## config.mk

```make
export PLATFORM = sky130hd
export DESIGN_NAME = lrxpa_top
export DESIGN_NICKNAME = d
export VERILOG_FILES = /design/src/hw/lrxpa_pkg.sv /design/src/hw/lrxpa_top.sv
export SDC_FILE = /design/constraint.sdc
export NUM_CORES = 1
export LEC_CHECK = 0
export ABC_AREA = 1
export BUFFER_PORTS_ARGS = -buffer_cell sky130_fd_sc_hd__buf_4
export CORE_MARGIN = 2
export CORE_UTILIZATION = 62
export DETAILED_ROUTE_END_ITERATION = 10
export PLACE_DENSITY_LB_ADDON = 0.12
export SYNTH_ARGS = -nofsm -noshare
export SYNTH_HDL_FRONTEND = slang
export SYNTH_SLANG_ARGS = --single-unit
```

## constraint.sdc

```tcl
create_clock -name aclk -period 7.61 [get_ports aclk]
set_clock_uncertainty 0.2 [all_clocks]
set_input_delay 0.3805 -clock aclk [delete_from_list [all_inputs] [get_ports aclk]]
set_output_delay 0.3805 -clock aclk [all_outputs]
set_load 0.02 [all_outputs]
```

## src/hw/lrxpa_pkg.sv

```systemverilog
// Package of constants and types for the receive phase aligner
package lrxpa_pkg;
   localparam int         AXI_AW       = 8;
   localparam logic [7:0] OFS_CTRL     = 8'h00;
   localparam logic [7:0] OFS_STATUS   = 8'h04;
   // Control field positions
   localparam int         CTRL_MODE_LSB = 0;
   localparam int         CTRL_FACT_LSB = 2;
   localparam int         CTRL_ROLL_LSB = 6;
   localparam int         CTRL_BYP_BIT  = 10;
   localparam int         CTRL_DDR_BIT  = 11;
   localparam logic [31:0] CTRL_RESET   = 32'h0000_0229;
   localparam int         PHASES        = 8;
   localparam int         WORD_MAX      = 10;
   localparam logic [3:0] FACT_MIN      = 4'h3;
   localparam logic [3:0] FACT_MAX      = 4'hA;
   localparam logic [3:0] ROLL_MIN      = 4'h1;
   localparam logic [3:0] ROLL_MAX      = 4'hB;
   localparam int         FIFO_DEPTH    = 6;
   localparam logic [2:0] FIFO_WPTR_RST = 3'h3;
   localparam logic [3:0] LOCK_EDGES    = 4'h8;
   localparam logic [1:0] SWITCH_SEEN   = 2'h3;
   localparam logic [1:0] RESP_OKAY     = 2'h0;
   localparam logic [1:0] RESP_SLVERR  = 2'h2;

   typedef enum logic [1:0] {
      LRXPA_NON_DYN  = 2'b00,
      LRXPA_DYN      = 2'b01,
      LRXPA_SOFT_CDR = 2'b10
   } lrxpa_mode_t;

   typedef struct packed {
      logic [2:0]          phase;
      logic [2:0]          cand;
      logic [1:0]          cand_cnt;
      logic [3:0]          edge_cnt;
      logic                locked;
      logic                last_smp;
      logic [5:0]          fifo;
      logic [2:0]          wptr;
      logic [2:0]          rptr;
      logic [9:0]          hist;
      logic [3:0]          slip_cnt;
      logic                slip_smp;
      logic                cda_max;
      logic [9:0]          shreg;
      logic [3:0]          bit_cnt;
      logic [9:0]          word;
      logic                word_valid;
      logic                outclk;
      logic [31:0]         ctrl;
      logic                aw_done;
      logic                w_done;
      logic [AXI_AW-1:0]   awaddr;
      logic [31:0]         wdata;
      logic                bvalid;
      logic [1:0]          bresp;
      logic                rvalid;
      logic [1:0]          rresp;
      logic [31:0]         rdata;
   } lrxpa_state_t;
endpackage

```

## src/hw/lrxpa_top.sv

```systemverilog
// Receive phase selector, synchronizer, bit slip and deserializer
// Contract
// - Pick the one of eight 45 degree phases nearest the data centre.
// - Keep watching data phase and move to a better phase when seen.
// - While phase hold is high the chosen phase never changes; code still forces phase 0 on phase reset, bypass or non-dynamic mode.
// - Train on any data with transitions; no fixed pattern needed.
// - Lock flag rises on first lock and stays until phase reset; code also clears it in bypass and in non-dynamic mode.
// - Phase reset returns the selector to untrained; it must retrain.
// - Synchronizer is a 1 bit by 6 entry FIFO absorbing phase offset.
// - FIFO resets on its reset input and when first lock is reached.
// - Each slip request rising edge adds exactly one bit of latency.
// - Realigned words are valid two word clocks after the slip edge.
// - Slip counter wraps after a programmed 1 to 11 bit-times.
// - Rollover flag pulses high for exactly one word clock.
// - Factor 3 to 10, or bypass at double rate or single rate.
// - Bypass: DDR two bits, SDR one bit; no phase select or slip.
// - Non-dynamic: selector and FIFO off, reference phase samples.
// - Dynamic: chosen phase writes FIFO, reference phase reads it.
// - Soft recovery: chosen phase feeds slip directly, clock forwarded.
// - Soft recovery keeps stepping phase; lock flag has no meaning.
// - Words up to ten bits from shift then parallel load registers.
`timescale 1ns/1ps
`default_nettype none
module lrxpa_top
   import lrxpa_pkg::*;
(
   input  wire logic              aclk,
   input  wire logic              aresetn,
   input  wire logic [PHASES-1:0] phase_samples,
   input  wire logic              phase_hold_request,
   input  wire logic              phase_reset,
   input  wire logic              fifo_reset,
   input  wire logic              slip_request,
   output logic [WORD_MAX-1:0]    rx_word,
   output logic                   rx_word_valid,
   output logic                   rx_outclk,
   output logic                   rx_fwd_clk,
   output logic                   rx_locked,
   output logic                   rx_rollover,
   input  wire logic [AXI_AW-1:0] s_axi_awaddr,
   input  wire logic              s_axi_awvalid,
   output logic                   s_axi_awready,
   input  wire logic [31:0]       s_axi_wdata,
   input  wire logic [3:0]        s_axi_wstrb,
   input  wire logic              s_axi_wvalid,
   output logic                   s_axi_wready,
   output logic [1:0]             s_axi_bresp,
   output logic                   s_axi_bvalid,
   input  wire logic              s_axi_bready,
   input  wire logic [AXI_AW-1:0] s_axi_araddr,
   input  wire logic              s_axi_arvalid,
   output logic                   s_axi_arready,
   output logic [31:0]            s_axi_rdata,
   output logic [1:0]             s_axi_rresp,
   output logic                   s_axi_rvalid,
   input  wire logic              s_axi_rready
);
   lrxpa_state_t q;
   lrxpa_state_t d;
   lrxpa_mode_t  mode;
   logic [3:0]   fact;
   logic [3:0]   roll;
   logic         bypass;
   logic         ddr;
   logic         edge_found;
   logic [2:0]   edge_pos;
   logic [2:0]   best;
   logic         sbit;
   logic         sbit_d;
   logic         word_tick;
   logic         slip_edge;
   logic         do_wr;
   logic [31:0]  status;

   // Static settings from the control register, clamped to legal range
   always_comb begin
      mode   = lrxpa_mode_t'(q.ctrl[CTRL_MODE_LSB +: 2]);
      fact   = q.ctrl[CTRL_FACT_LSB +: 4];
      roll   = q.ctrl[CTRL_ROLL_LSB +: 4];
      bypass = q.ctrl[CTRL_BYP_BIT];
      ddr    = q.ctrl[CTRL_DDR_BIT];
      if (fact < FACT_MIN) fact = FACT_MIN;
      if (fact > FACT_MAX) fact = FACT_MAX;
      if (roll < ROLL_MIN) roll = ROLL_MIN;
      if (roll > ROLL_MAX) roll = ROLL_MAX;
   end

   // Edge position among the eight samples of one bit time
   always_comb begin
      edge_found = (q.last_smp != phase_samples[0]);
      edge_pos   = 3'h0;
      for (int k = 1; k < PHASES; k++) begin
         if (!edge_found && phase_samples[k] != phase_samples[k-1]) begin
            edge_found = 1'b1;
            edge_pos   = 3'(k);
         end
      end
      best = edge_pos + 3'h4;
   end

   assign status = {19'h0, q.rptr, q.slip_cnt, q.phase, 2'h0, q.locked};
   assign do_wr  = q.aw_done && q.w_done && !q.bvalid;

   always_comb begin
      d         = q;
      sbit      = 1'b0;
      sbit_d    = 1'b0;
      word_tick = 1'b0;
      slip_edge = 1'b0;
      d.last_smp   = phase_samples[PHASES-1];
      d.word_valid = 1'b0;

      // Phase selector
      if (phase_reset || bypass || mode == LRXPA_NON_DYN) begin
         d.phase    = 3'h0;
         d.cand_cnt = 2'h0;
         d.edge_cnt = 4'h0;
         d.locked   = 1'b0;
      end else if (edge_found) begin
         if (q.edge_cnt != LOCK_EDGES) d.edge_cnt = q.edge_cnt + 4'h1;
         if (q.edge_cnt == LOCK_EDGES - 4'h1) d.locked = 1'b1;
         if (best == q.phase) begin
            d.cand_cnt = 2'h0;
         end else if (best != q.cand) begin
            d.cand     = best;
            d.cand_cnt = 2'h1;
         end else if (q.cand_cnt != SWITCH_SEEN) begin
            d.cand_cnt = q.cand_cnt + 2'h1;
         end
         // Untrained moves at once, trained waits for repeated evidence
         if (!phase_hold_request && best != q.phase &&
             (!q.locked || (best == q.cand && q.cand_cnt == SWITCH_SEEN))) begin
            d.phase    = best;
            d.cand_cnt = 2'h0;
         end
      end

      // Synchronizer FIFO, dynamic mode only
      if (fifo_reset || (d.locked && !q.locked)) begin
         d.wptr = FIFO_WPTR_RST;
         d.rptr = 3'h0;
      end else if (mode == LRXPA_DYN && !bypass) begin
         d.fifo[q.wptr] = phase_samples[q.phase];
         d.wptr = (q.wptr == 3'(FIFO_DEPTH-1)) ? 3'h0 : q.wptr + 3'h1;
         d.rptr = (q.rptr == 3'(FIFO_DEPTH-1)) ? 3'h0 : q.rptr + 3'h1;
      end

      // Serial bit source per mode
      unique case (mode)
         LRXPA_DYN:      sbit = q.fifo[q.rptr];
         LRXPA_SOFT_CDR: sbit = phase_samples[q.phase];
         default:        sbit = phase_samples[0];
      endcase
      if (bypass) sbit = phase_samples[0];

      // Bit slip delay line
      d.hist = {q.hist[8:0], sbit};
      sbit_d = (q.slip_cnt == 4'h0) ? sbit : q.hist[q.slip_cnt - 4'h1];

      // Deserializer: shift register then parallel load
      if (bypass) begin
         d.slip_cnt = 4'h0;
         d.cda_max  = 1'b0;
         if (!ddr) begin
            d.word       = {9'h0, sbit};
            d.word_valid = 1'b1;
            d.bit_cnt    = 4'h0;
         end else begin
            d.shreg   = {q.shreg[8:0], sbit};
            d.bit_cnt = (q.bit_cnt == 4'h0) ? 4'h1 : 4'h0;
            if (q.bit_cnt != 4'h0) begin
               d.word       = {8'h0, q.shreg[0], sbit};
               d.word_valid = 1'b1;
            end
         end
         d.outclk = (d.bit_cnt == 4'h0);
      end else begin
         d.shreg = {q.shreg[8:0], sbit_d};
         if (q.bit_cnt >= fact - 4'h1) begin
            word_tick    = 1'b1;
            d.bit_cnt    = 4'h0;
            d.word       = d.shreg;
            d.word_valid = 1'b1;
         end else begin
            d.bit_cnt = q.bit_cnt + 4'h1;
         end
         for (int b = 0; b < WORD_MAX; b++) begin
            if (4'(b) >= fact) d.word[b] = 1'b0;
         end
         d.outclk = (d.bit_cnt < (fact >> 1));
         if (word_tick) begin
            d.slip_smp = slip_request;
            slip_edge  = slip_request && !q.slip_smp;
            d.cda_max  = 1'b0;
            if (slip_edge) begin
               if (q.slip_cnt >= roll - 4'h1) begin
                  d.slip_cnt = 4'h0;
                  d.cda_max  = 1'b1;
               end else begin
                  d.slip_cnt = q.slip_cnt + 4'h1;
               end
            end
         end
      end

      // AXI4-Lite slave
      if (s_axi_awvalid && !q.aw_done && !q.bvalid) begin
         d.aw_done = 1'b1;
         d.awaddr  = s_axi_awaddr;
      end
      if (s_axi_wvalid && !q.w_done && !q.bvalid) begin
         d.w_done = 1'b1;
         d.wdata  = s_axi_wdata;
      end
      if (do_wr) begin
         d.aw_done = 1'b0;
         d.w_done  = 1'b0;
         d.bvalid  = 1'b1;
         d.bresp   = RESP_OKAY;
         if (q.awaddr == OFS_CTRL) begin
            for (int i = 0; i < 4; i++) begin
               if (s_axi_wstrb[i]) d.ctrl[8*i +: 8] = q.wdata[8*i +: 8];
            end
         end else if (q.awaddr != OFS_STATUS) begin
            d.bresp = RESP_SLVERR;
         end
      end else if (q.bvalid && s_axi_bready) begin
         d.bvalid = 1'b0;
      end
      if (s_axi_arvalid && !q.rvalid) begin
         d.rvalid = 1'b1;
         d.rresp  = RESP_OKAY;
         d.rdata  = 32'h0;
         if (s_axi_araddr == OFS_CTRL) begin
            d.rdata = q.ctrl;
         end else if (s_axi_araddr == OFS_STATUS) begin
            d.rdata = status;
         end else begin
            d.rresp = RESP_SLVERR;
         end
      end else if (q.rvalid && s_axi_rready) begin
         d.rvalid = 1'b0;
      end
   end

   always_ff @(posedge aclk) begin
      if (!aresetn) begin
         q      <= '0;
         q.ctrl <= CTRL_RESET;
         q.wptr <= FIFO_WPTR_RST;
      end else begin
         q <= d;
      end
   end

   assign rx_word       = q.word;
   assign rx_word_valid = q.word_valid;
   assign rx_outclk     = q.outclk;
   assign rx_fwd_clk    = (mode == LRXPA_SOFT_CDR) && q.outclk;
   assign rx_locked     = q.locked;
   assign rx_rollover   = q.cda_max;
   assign s_axi_awready = !q.aw_done && !q.bvalid;
   assign s_axi_wready  = !q.w_done && !q.bvalid;
   assign s_axi_bvalid  = q.bvalid;
   assign s_axi_bresp   = q.bresp;
   assign s_axi_arready = !q.rvalid;
   assign s_axi_rvalid  = q.rvalid;
   assign s_axi_rdata   = q.rdata;
   assign s_axi_rresp   = q.rresp;
endmodule
`default_nettype wire

```

==> results.yml <==
cts:
  htree_levels: 4
  cts.sinks: 177
  cts_max_path_buffers: 2
  cts_hold_buf: 7
  postCtsSetupBuffers: 0
  clkSlewWorstSetupHoldPaths_ns: 0.07
  root_buffer: "clkbuf_16"
  post_cts_resized: 0
  clock_latency_ns: 0.43
  numCtsBuffers: 17
  cts_tree: "yes"
synth:
  synth_xor_area_share_pct: 1.21
  postSynth.asyncResetShare_pct: 0
  synth_top_family_by_area: "simple AND/OR/NAND/NOR gates"
  yosys.cell_count.top_type: "dfxtp_1"
  muxShareOfSynthArea_pct: 0
  synth-simple-area-share_pct: 22.1
  ys.flop_type: "dfxtp_1"
  synth_top_area_cell: "dfxtp_1"
  syn_area_per_cell_um2: 7.30
  yosysSeqAreaShare_pct: 42.2
  synthTopCellsByArea: "dfxtp_1 (42%), o21ai_0 (8.2%), nor2_1 (7.9%), nand2_1 (7.3%), inv_1 (6.3%)"
  syn_inst: 1152
  synth_area_um2: 8410
  synthTopCellsByCount: "dfxtp_1 (177), nor2_1 (176), nand2_1 (163)"
  ys_types: 50
  synth-edff-count: 0
  ys_ff_latch: 177
  synthAdderAreaFrac_pct: 3.87
  synth_compound_area_share_pct: 17.9
  yosys_warnings: 0
  synth_top_area_share_pct: 42.2
finish:
  fin_nets: 1317
  seq_area_um2: 3540
  n_antenna_cell: 0
  instances_no_fill: 1409
  drive_gt1_share_pct: 16.5
  syn_to_final_growth_pct: 16.1
  multi_input_area_um2: 3790
  n_fill_cell: 1096
placement:
  gp_congestion: 0.890
  dp_cells: 1370
  io_buffers: 124
  hpwl_um: 13600
  post-place-ws_ns: 4.13
critical_path:
  arrival_ns: 3.71
  cp-start-kind: "flip-flop"
  cp.required_ns: 7.75
  path_class: "reg2reg"
  cp_max_fo: 8
  cp-end-kind: "flip-flop"
timing:
  setup_violations: 0
  slew_viol_final: 0
  hold_viol: 0
  rsz0062_at_grt: "no"
  min_period_over_period_pct: 46.9
  tightest_slew_ns: 0.968
  fmaxAchievable_mhz: 280
  setup_tns_ns: 0
  period_needed_ns: 3.57
  max-slew-margin-rel_pct: 35.0
  layout_setup_ws_ns: 4.04
detailed_routing:
  dr.pass1.iters: 5
  drtIter0Drc: 607
  avgRoutedWirePerCell_um: 13.8
  route.detailed.drc: 0
  drt_wl_total_um: 19500
  vias_per_cell: 5.32
  antenna_left: 0
  vias: 7502
global_routing:
  grt_pass1_vias: 6822
  track_usage_pct: 27.3
  antenna_found_initial: 0
  grt_pass1_wl_um: 31900
  grt_overflow: 0
  grt_max_degree: 85
power:
  vdd_drop_max_v: 0.000161
  powerDensity_nw_per_um2: 225
  power_mw: 2.20
  total_leakage_power_nw: 4.49
floorplan:
  ioPinCount: 127
  die_w_um: 120
  core_area_um2: 13200
  die-area_um2: 14500
  num_rows: 42
  start_util_pct: 63.5
  die_h_um: 120
run_status:
  outcome: "complete, no violations"
flow_run:
  max-cap-violations: 0
hold_path:
  holdCritPathClass: "in2reg"
[cells by family after synthesis]
group           after synthesis
simple gates                426
compound gates              274
buf+inv                     239
flops                       177
fa+ha+maj                    26
xor+xnor                      9
other cells                   1
[worst max-delay path, cell delays in order, from the launching register on]
cell and delay [ns]:
dfxtp_1 0.38, nor2_1 0.24, inv_1 0.15, a21oi_1 0.31, inv_1 0.13, ha_1 0.25
ha_1 0.29, inv_1 0.04, ha_1 0.29, o211ai_1 0.10, nand3_1 0.26, nand2_1 0.24
inv_1 0.12, o21ai_0 0.12, nand2_1 0.16, a211oi_1 0.19
[state kept, by name, summed over array words and instances, names as in the netlist, 2 cells and up]
name / cells
s_axi_rdata: 32
d: 9
mode: 2
q: 114
rx_word: 10
[where the power goes]
part           total [mW]  switching (mW)  internal, mW
registers            1.01          0.0314         0.978
logic               0.293           0.180         0.114
clock network       0.893           0.382         0.511
total                2.20           0.593          1.60
[layout by cell type, fill, tap and decap left out, drive strengths merged, types with 2 or more instances in the layout]
| cell type | n |
|---|---|
| a211oi | 2 |
| a21oi | 86 |
| a31oi | 2 |
| buf | 127 |
| bufinv | 2 |
| clkbuf | 21 |
| clkinv | 5 |
| clkinvlp | 2 |
| conb | 2 |
| dfxtp | 177 |
| dlygate4sd3 | 7 |
| ha | 26 |
| inv | 155 |
| nand2 | 178 |
| nand3 | 33 |
| nand3b | 2 |
| nand4 | 9 |
| nor2 | 185 |
| nor3 | 10 |
| nor4 | 6 |
| o2111ai | 4 |
| o211ai | 7 |
| o21a | 5 |
| o21ai | 143 |
| o221ai | 11 |
| o22ai | 5 |
| o31ai | 5 |
| xnor2 | 3 |
| xor2 | 6 |
[final timing paths]
path,cells past startpoint,slack (ns),from,end
worst max-delay path,15,4.04,q[85],q[141]
worst min-delay path,3,0.005,s_axi_wdata[28],q[66]
worst max register to register,15,4.04,q[85],q[141]
worst min register to register,2,0.22,d[147],d[148]
[metrics by stage]
stage                     utilization [%]  hold slack (ns)  instance area (µm²)
after detailed placement             68.6            0.215                 9090
after global routing                 73.7          0.00739                 9760
after global placement               68.6            0.211                 9090
after CTS                            73.7         0.000660                 9760
after floorplan                         -            0.204                 8410
final                                73.7          0.00451                 9760
[per-layer routing]
metal | track usage, % | part of all wire [%] | up-vias
met5 | 0 | 0 | -
met2 | 43.3 | 45 | 245
met1 | 36.8 | 46 | 3399
met3 | 6.32 | 6.4 | 30
li1 | - | - | 3828
met4 | 8.79 | 1.8 | 0
[cell type report]
| class | count | share of cell area (%) |
|---|---|---|
| well taps | 176 | 2.26 |
| flip-flops and latches | 177 | 36.3 |
| clock buffers | 21 | 4.72 |
| repair buffers | 134 | 10.5 |
| clock inverters | 11 | 1.45 |
| multi-input cells | 737 | 38.9 |
| inverters | 153 | 5.90 |
Power figures use the tool's default switching activity.
